[config.mk]
export PLATFORM = sky130hd
export DESIGN_NAME = csw_status
export DESIGN_NICKNAME = d
export VERILOG_FILES = /design/src/inc/csw_pkg.sv /design/src/hw/csw_status.sv /design/src/hw/csw_sync.sv
export VERILOG_INCLUDE_DIRS = /design/src /design/src/inc
export SDC_FILE = /design/constraint.sdc
export NUM_CORES = 1
export LEC_CHECK = 0
export BUFFER_PORTS_ARGS = -buffer_cell sky130_fd_sc_hd__buf_4
export CAP_MARGIN = 20
export CORE_MARGIN = 4
export CORE_UTILIZATION = 45
export CTS_CLUSTER_SIZE = 8
export DETAILED_ROUTE_END_ITERATION = 8
export PLACE_DENSITY = 0.73
export SLEW_MARGIN = 0
export SYNTH_ARGS = -nofsm -noshare
export SYNTH_HDL_FRONTEND = slang
export SYNTH_SLANG_ARGS = --single-unit
[constraint.sdc]
create_clock -name clock -period 9.7 [get_ports clock]
set_input_delay 1.94 -clock clock [delete_from_list [all_inputs] [get_ports clock]]
set_output_delay 1.94 -clock clock [all_outputs]
set_load 0.05 [all_outputs]
[src/inc/csw_params.svh]
// constants for the card status word block: bit positions, masks, codes
`ifndef CSW_PARAMS_SVH
`define CSW_PARAMS_SVH
`define CSW_WORD_W 32
`define CSW_CNT_W 6
`define CSW_BIT_ARG_LIMIT 31
`define CSW_BIT_ADDR_ALIGN 30
`define CSW_BIT_LEN_MISMATCH 29
`define CSW_BIT_ERASE_ORDER 28
`define CSW_BIT_ERASE_SEL 27
`define CSW_BIT_PROT_WRITE 26
`define CSW_BIT_LOCKED 25
`define CSW_BIT_LOCK_FAIL 24
`define CSW_BIT_CMD_CHECK 23
`define CSW_BIT_ILLEGAL 22
`define CSW_BIT_ECC_FAIL 21
`define CSW_BIT_CONTROLLER 20
`define CSW_BIT_GENERAL 19
`define CSW_BIT_UNDERRUN 18
`define CSW_BIT_OVERRUN 17
`define CSW_BIT_ID_REWRITE 16
`define CSW_BIT_ERASE_SKIP 15
`define CSW_BIT_ECC_OFF 14
`define CSW_BIT_ERASE_RESET 13
`define CSW_STATE_LSB 9
`define CSW_BIT_BUF_EMPTY 8
`define CSW_BIT_APP_NEXT 5
// flags cleared once reported in a response
`define CSW_READ_CLR_MASK 32'hfd3fa020
// flags cleared by the next valid command after being reported
`define CSW_NEXT_CMD_MASK 32'h00c00000
`define CSW_WORD_RESET 32'h00000000
`define CSW_STATE_RESET 4'h0
`define CSW_STATE_LAST 4'h8
`endif

[src/inc/csw_pkg.sv]
// types for the card status word block
package csw_pkg;
  typedef enum logic [3:0] {
    CSW_IDLE = 4'h0,
    CSW_READY = 4'h1,
    CSW_IDENT = 4'h2,
    CSW_STANDBY = 4'h3,
    CSW_TRANSFER = 4'h4,
    CSW_DATA = 4'h5,
    CSW_RECEIVE = 4'h6,
    CSW_PROGRAM = 4'h7,
    CSW_DISCONNECT = 4'h8
  } csw_card_state_t;
  typedef enum logic [0:0] {
    CSW_SH_IDLE = 1'b0,
    CSW_SH_SHIFT = 1'b1
  } csw_shift_state_t;
endpackage

[src/hw/csw_status.sv]
// card status word: sticky flags, state code and serial response shifter
`timescale 1ns/1ns
`include "csw_params.svh"
// Operation
// - bit 31 set when a command argument is argument_limit_fault
// - bit 30 set on an address misaligned to block length
// - bit 29 set on bad block length or byte count mismatch
// - bit 28 set when erase commands arrive out of order
// - bit 27 set on invalid erase selection found during execution
// - bit 26 set when writing a protected block is attempted
// - bit 25 follows the lock state, not cleared by reading
// - bit 24 set on lock/unlock failure or access to locked card
// - bit 23 set when previous command checksum failed; next valid command after it is reported clears
// - bit 22 set on command illegal in state; next valid command after it is reported clears
// - bit 21 set when error correction failed on data
// - bit 20 on controller error, bit 19 on general error
// - bit 18 set on stream read underrun
// - bit 17 set on stream write overrun
// - bit 16 set on identity or specific register rewrite faults
// - bit 15 set when erase skipped protected blocks
// - bit 14 follows whether error correction was disabled
// - bit 13 set when a pending erase sequence was discarded
// - bits 12 to 9 carry state code 0..8; 9..15 reserved
// - bit 8 mirrors the bus buffer-empty indication
// - bit 5 set when an application-specific command is expected or used
// - the 32-bit word is sent in every short response
// - previous-command flags clear on the next valid command after they are reported
// - an illegal command leaves the state code unchanged
module csw_status (
  input wire logic clock,
  input wire logic resetn,
  input wire logic hostClk,
  input wire logic cmdValid,
  input wire logic cmdCheckBad,
  input wire logic cmdIllegal,
  input wire logic argumentLimitFault,
  input wire logic addrAlignFault,
  input wire logic lengthMismatchFault,
  input wire logic eraseOrderFault,
  input wire logic eraseSelectionFault,
  input wire logic protectedWriteFault,
  input wire logic lockFailFault,
  input wire logic eccFailFault,
  input wire logic controllerFault,
  input wire logic generalFault,
  input wire logic underrunFault,
  input wire logic overrunFault,
  input wire logic idSpecRewriteFault,
  input wire logic eraseSkipped,
  input wire logic eraseDiscarded,
  input wire logic appSpecificNext,
  input wire logic lockedIn,
  input wire logic eccDisabledIn,
  input wire logic bufferEmptyIn,
  input wire logic [3:0] stateIn,
  input wire logic stateLoad,
  input wire logic rspLoad,
  output logic [31:0] statusWord,
  output logic statusBit,
  output logic rspBusy,
  output logic rspSent
);
  // reset release pipeline; assertion is immediate, release is clean
  logic [1:0] rstPipe_q;
  logic [1:0] rstPipe_d;
  logic rstn;

  // a one shifts in, so release waits two edges after the pin rises
  always_comb begin
    rstPipe_d = {rstPipe_q[0], 1'b1};
  end

  always_ff @(posedge clock or negedge resetn) begin
    if (!resetn) begin
      rstPipe_q <= 2'h0;
    end else begin
      rstPipe_q <= rstPipe_d;
    end
  end
  // only the second stage is read, so a half-released pipe never reaches the flops
  assign rstn = rstPipe_q[1];

  // host clock arrives on a pin; only its synchronised rising edge is used
  logic hostRise;

  csw_sync u_host_sync (
    .clock(clock),
    .rstn(rstn),
    .asyncIn(hostClk),
    .levelOut(),
    .risePulse(hostRise)
  );

  // sets a single bit at a named position
  function automatic logic [31:0] bitAt(input logic en, input int pos);
    logic [31:0] v;
    v = 32'h00000000;
    v[pos] = en;
    return v;
  endfunction

  // collected set requests, one per sticky flag
  logic [31:0] setReq;

  always_comb begin
    setReq = 32'h00000000;
    setReq = setReq | bitAt(argumentLimitFault, `CSW_BIT_ARG_LIMIT);
    setReq = setReq | bitAt(addrAlignFault, `CSW_BIT_ADDR_ALIGN);
    setReq = setReq | bitAt(lengthMismatchFault, `CSW_BIT_LEN_MISMATCH);
    setReq = setReq | bitAt(eraseOrderFault, `CSW_BIT_ERASE_ORDER);
    setReq = setReq | bitAt(eraseSelectionFault, `CSW_BIT_ERASE_SEL);
    setReq = setReq | bitAt(protectedWriteFault, `CSW_BIT_PROT_WRITE);
    setReq = setReq | bitAt(lockFailFault, `CSW_BIT_LOCK_FAIL);
    setReq = setReq | bitAt(cmdCheckBad, `CSW_BIT_CMD_CHECK);
    setReq = setReq | bitAt(cmdIllegal, `CSW_BIT_ILLEGAL);
    setReq = setReq | bitAt(eccFailFault, `CSW_BIT_ECC_FAIL);
    setReq = setReq | bitAt(controllerFault, `CSW_BIT_CONTROLLER);
    setReq = setReq | bitAt(generalFault, `CSW_BIT_GENERAL);
    setReq = setReq | bitAt(underrunFault, `CSW_BIT_UNDERRUN);
    setReq = setReq | bitAt(overrunFault, `CSW_BIT_OVERRUN);
    setReq = setReq | bitAt(idSpecRewriteFault, `CSW_BIT_ID_REWRITE);
    setReq = setReq | bitAt(eraseSkipped, `CSW_BIT_ERASE_SKIP);
    setReq = setReq | bitAt(eraseDiscarded, `CSW_BIT_ERASE_RESET);
    setReq = setReq | bitAt(appSpecificNext, `CSW_BIT_APP_NEXT);
  end

  // sticky flags, level copies and the state code
  logic [31:0] flags_q;
  logic [31:0] flags_d;
  logic [31:0] sentPrev_q;
  logic [31:0] sentPrev_d;
  logic locked_q;
  logic locked_d;
  logic eccOff_q;
  logic eccOff_d;
  logic bufEmpty_q;
  logic bufEmpty_d;
  csw_pkg::csw_card_state_t state_q;
  csw_pkg::csw_card_state_t state_d;
  logic [31:0] word_q;
  logic [31:0] word_d;
  logic [31:0] snap_q;
  logic [31:0] snap_d;
  logic sent_q;
  logic sent_d;

  // clears act only on flags already reported; a set in the same cycle wins
  always_comb begin
    logic [31:0] clr;
    clr = 32'h00000000;
    sentPrev_d = sentPrev_q;
    if (cmdValid) begin
      clr = clr | (sentPrev_q & `CSW_NEXT_CMD_MASK);
      sentPrev_d = 32'h00000000;
    end
    // clear after send; marks made now survive a command in the same cycle
    // limitation: a flag raised again while its report is shifting out is cleared with it
    if (sent_q) begin
      clr = clr | (snap_q & `CSW_READ_CLR_MASK);
      sentPrev_d = sentPrev_d | (snap_q & `CSW_NEXT_CMD_MASK);
    end
    flags_d = ((flags_q & ~clr) | setReq) & (`CSW_READ_CLR_MASK | `CSW_NEXT_CMD_MASK);
    locked_d = lockedIn;
    eccOff_d = eccDisabledIn;
    bufEmpty_d = bufferEmptyIn;
    state_d = state_q;
    // illegal keeps state; reserved codes are refused
    if (stateLoad && !cmdIllegal && stateIn <= `CSW_STATE_LAST) begin
      state_d = csw_pkg::csw_card_state_t'(stateIn);
    end
  end

  // assembled word; unused low bits stay zero
  always_comb begin
    word_d = flags_q;
    word_d = word_d | bitAt(locked_q, `CSW_BIT_LOCKED);
    word_d = word_d | bitAt(eccOff_q, `CSW_BIT_ECC_OFF);
    word_d = word_d | bitAt(bufEmpty_q, `CSW_BIT_BUF_EMPTY);
    word_d[`CSW_STATE_LSB +: 4] = state_q;
    word_d[7:6] = 2'h0;
    word_d[4:0] = 5'h00;
  end

  // flag, mirror and state registers
  always_ff @(posedge clock or negedge rstn) begin
    if (!rstn) begin
      flags_q <= `CSW_WORD_RESET;
      sentPrev_q <= 32'h00000000;
      locked_q <= 1'b0;
      eccOff_q <= 1'b0;
      bufEmpty_q <= 1'b0;
      state_q <= csw_pkg::CSW_IDLE;
    end else begin
      flags_q <= flags_d;
      sentPrev_q <= sentPrev_d;
      locked_q <= locked_d;
      eccOff_q <= eccOff_d;
      bufEmpty_q <= bufEmpty_d;
      state_q <= state_d;
    end
  end

  // word register; costs one edge of lag but the output never glitches
  always_ff @(posedge clock or negedge rstn) begin
    if (!rstn) begin
      word_q <= `CSW_WORD_RESET;
    end else begin
      word_q <= word_d;
    end
  end

  // response shifter: word leaves msb first, one bit per host rising edge
  csw_pkg::csw_shift_state_t shState_q;
  csw_pkg::csw_shift_state_t shState_d;
  logic [31:0] shift_q;
  logic [31:0] shift_d;
  logic [`CSW_CNT_W-1:0] cnt_q;
  logic [`CSW_CNT_W-1:0] cnt_d;
  logic bit_q;
  logic bit_d;

  // a load while busy is ignored so a word is never torn mid-frame
  always_comb begin
    shState_d = shState_q;
    shift_d = shift_q;
    cnt_d = cnt_q;
    bit_d = bit_q;
    snap_d = snap_q;
    sent_d = 1'b0;
    unique case (shState_q)
      csw_pkg::CSW_SH_IDLE: begin
        if (rspLoad) begin
          snap_d = word_q;
          shift_d = word_q;
          cnt_d = `CSW_CNT_W'(`CSW_WORD_W);
          shState_d = csw_pkg::CSW_SH_SHIFT;
        end
      end
      csw_pkg::CSW_SH_SHIFT: begin
        if (hostRise) begin
          bit_d = shift_q[31];
          shift_d = {shift_q[30:0], 1'b0};
          cnt_d = cnt_q - `CSW_CNT_W'(1);
          if (cnt_q == `CSW_CNT_W'(1)) begin
            sent_d = 1'b1;
            shState_d = csw_pkg::CSW_SH_IDLE;
          end
        end
      end
    endcase
  end

  // shifter registers
  always_ff @(posedge clock or negedge rstn) begin
    if (!rstn) begin
      shState_q <= csw_pkg::CSW_SH_IDLE;
      shift_q <= 32'h00000000;
      cnt_q <= `CSW_CNT_W'(0);
      bit_q <= 1'b0;
      snap_q <= 32'h00000000;
      sent_q <= 1'b0;
    end else begin
      shState_q <= shState_d;
      shift_q <= shift_d;
      cnt_q <= cnt_d;
      bit_q <= bit_d;
      snap_q <= snap_d;
      sent_q <= sent_d;
    end
  end

  // every output is a straight flop copy
  assign statusWord = word_q;
  assign statusBit = bit_q;
  assign rspBusy = shState_q;
  assign rspSent = sent_q;
endmodule

[src/hw/csw_sync.sv]
// two-flop synchroniser with rising-edge pulse for the host clock pin
`timescale 1ns/1ns
module csw_sync (
  input wire logic clock,
  input wire logic rstn,
  input wire logic asyncIn,
  output logic levelOut,
  output logic risePulse
);
  logic meta_q;
  logic meta_d;
  logic stable_q;
  logic stable_d;
  logic last_q;
  logic last_d;
  logic rise_q;
  logic rise_d;

  // the first stage feeds only the second; the edge uses stages two and three
  always_comb begin
    meta_d = asyncIn;
    stable_d = meta_q;
    last_d = stable_q;
    rise_d = stable_q & ~last_q;
  end

  always_ff @(posedge clock or negedge rstn) begin
    if (!rstn) begin
      meta_q <= 1'b0;
      stable_q <= 1'b0;
      last_q <= 1'b0;
      rise_q <= 1'b0;
    end else begin
      meta_q <= meta_d;
      stable_q <= stable_d;
      last_q <= last_d;
      rise_q <= rise_d;
    end
  end

  assign levelOut = last_q;
  assign risePulse = rise_q;
endmodule

==> impl_metrics.csv <==
group,metric,value,unit
run_status,status,"finished, final reports clean",
sta,post-route-period-util,37.2,%
clock_network,clockBufferDepth,2,
floorplanning,fp.dieH,104,um
sta,rsz0062_at_grt,"false",
cells_and_area,insertedDiodeCount,0,
cells_and_area,final_cells,517,
grt,overflow,0,
clock_network,numCtsBuffers,9,
place,gp_congestion,0.716,
floorplanning,ios,66,
grt,grt_pass1_wl,13000,um
cells_and_area,final_nets,437,
floorplanning,die_w,104,um
drt,routed_wl,7650,um
critical_path,critPathTopFamily,"flip-flops",
synthesis,yosys.cell_types.count,32,
place,place_area,4650,um^2
floorplanning,dieArea,10800,um^2
synthesis,ys_seq_area_share,67.5,%
grt,antenna_found_initial,0,
cells_and_area,layout-drive-gt1-share,20.3,%
clock_network,clockRootBuffer,"clkbuf_8",
cells_and_area,nFillCells,757,
critical_path,cp_data_required_time,7.76,ns
synthesis,async_reset_ff_share,100,%
critical_path,path_cells,"buf_4",
drt,wl_per_cell,14.8,um
floorplanning,core,8850,um^2
sta,worst_clock_skew,0.00876,ns
sta,hold_viol_final,0,
clock_network,clkTransAtPathRegs,0.09,ns
cells_and_area,multi_input_area,1240,um^2
drt,dr.pass1.iters,4,
cells_and_area,ff_latch_area,2810,um^2
cells_and_area,postLayoutCoreUtil,55.0,%
synthesis,synth_edf_count,0,
sta,whs,0.301,ns
synthesis,post_synth_instance_area,4150,um^2
clock_network,cts_tree,"built",
critical_path,cp_max_fo,34,
pwr,power,1.09,mW
synthesis,yosysWarningCount,0,
job,cap_violations,0,
critical_path,end_kind,"output pin",
cells_and_area,syn2layout_area_growth,17.2,%
sta,layout_min_cycle_time,3.61,ns
critical_path,arrival,1.67,ns
sta,tns,0,ns
synthesis,synth_area_per_cell,11.9,um^2
synthesis,synthCells,349,
place,dp_hpwl,5220,um
critical_path,slowest_delay,0.98,ns
critical_path,critPathBufInv,1,
grt,grt_usage,15.0,%
sta,maxSlewViolCount,0,
drt,vias_per_cell,5.02,
drt,drt_iter0_drc,107,
pwr,cellPowerDensity,225,nW/um^2
place,dpl_worst_slack,6.44,ns
sta,setup_ws,6.09,ns
pwr,p_leak,2.29,nW
sta,tightest_slew,0.927,ns
grt,grt_pass1_vias,2687,
drt,drcViolationCount,0,
critical_path,crit_type,"register to output pin",
critical_path,cp-start-kind,"register",
sta,fmax,277,MHz
clock_network,post_cts.repair.setup_buffers,0,
floorplanning,initial_core_util,46.9,%
critical_path,crit_slowest_cell,"dfrtp_2",
synthesis,synth_flop_cell,"dfrtp_1",
clock_network,clk_latency,0.36,ns
place,io_buffers,58,
clock_network,cts_resized,0,
clock_network,hold_buffers,0,
clock_network,cts_sinks,112,
cells_and_area,layout.cells.most_common,"dfrtp_1",
worst_hold_path,hp-class,"register to async pin",
grt,grt_max_degree,72,
floorplanning,num_rows,34,
drt,dr_total_vias,2596,
sta,slew_headroom,38.2,%
clock_network,cts_max_level,3,
synthesis,synth-seq-cells,112,
pwr,ir_drop,0.102,mV
cells_and_area,final_cell_mix,"dfrtp_1 (110), nand2_1 (101), buf_4 (60), mux2i_1 (24), a21o_1 (18)",
cells_and_area,final_area,4870,um^2
drt,ant_nets,0,
sta,setup_viol,0,
place,dp.cells,501,
[state kept, by name (all words and copies together) (netlist names)]
| name | count |
|---|---|
| rspBusy | 1 |
| u_host_sync.meta_q | 1 |
| sentPrev_q | 2 |
| rstPipe_q | 2 |
| cnt_q | 6 |
| bufEmpty_q | 1 |
| state_q | 4 |
| shift_q | 27 |
| u_host_sync.last_d | 1 |
| statusBit | 1 |
| statusWord | 25 |
| rspSent | 1 |
| locked_q | 1 |
| u_host_sync.levelOut | 1 |
| flags_q | 18 |
| eccOff_q | 1 |
| u_host_sync.risePulse | 1 |
| snap_q | 18 |
[report_power, final]
| part | total, mW | switching (mW) | internal (mW) |
|---|---|---|---|
| Clock | 0.298 | 0.145 | 0.153 |
| Sequential | 0.622 | 0.0654 | 0.557 |
| Combinational | 0.175 | 0.0985 | 0.0762 |
[synth_stat cells (3+ instances only)]
cell	number	area [um^2]
dfrtp_1	112	2800
o21ai_1	17	85.1
buf_4	10	75.1
a2bb2oi_1	3	26.3
nand2_1	101	379
nor2_1	6	22.5
clkbuf_1	4	15.0
mux2i_1	24	240
a21o_1	18	135
o21ai_0	16	80.1
buf_2	8	40.0
inv_1	4	15.0
[final cells by class]
type | count | area share [%]
multi-input combinational | 217 | 25.4
inverter | 4 | 0.308
sequential | 112 | 57.7
tap | 108 | 2.78
clock inverter | 5 | 1.62
clock buffer | 11 | 2.90
timing repair buffer | 60 | 9.25
[cells by family after synthesis]
logic type                 after synthesis  synth area share, %
DFF                                    112                 67.5
AOI/OAI and AO/OA                       62                 9.55
muxes                                   26                 6.39
buffers and inverters                   26                 3.49
adders and majority gates                2                0.602
and+or+nand+nor                        119                 12.3
other                                    2                0.181
[per-layer routing]
layer / vias up / GRT usage (%) / share of wire, %
li1: 1259 / - / -
met1: 1269 / 18.3 / 43
met2: 61 / 25.1 / 50
met3: 7 / 5.15 / 6.0
met4: 0 / 4.75 / 1.3
met5: - / 0 / 0
[worst register-to-register path: cells and delay by family (launching register included)]
family | cells | cell delay (ns)
DFF | 1 | 0.98
and+or+nand+nor | 1 | 0.80
AOI/OAI and AO/OA | 2 | 0.44
[worst paths after layout]
path	from	end	slack, ns	depth (start not counted)
worst max-delay path	rspBusy$_DFF_PN0_	rspBusy	6.09	1
worst min-delay path	rstPipe_q[1]$_DFF_PN0_	statusWord[29]$_DFF_PN0_	0.30	0
worst max register to register	rspBusy$_DFF_PN0_	cnt_q[4]$_DFFE_PN0P_	7.39	3
worst min register to register	rstPipe_q[1]$_DFF_PN0_	statusWord[29]$_DFF_PN0_	0.30	0
max in group asynchronous	rstPipe_q[1]$_DFF_PN0_	rspBusy$_DFF_PN0_	8.12	1
min in group clock	bufEmpty_q$_DFF_PN0_	statusWord[8]$_DFF_PN0_	0.35	0
Power figures use the tool's default switching activity.
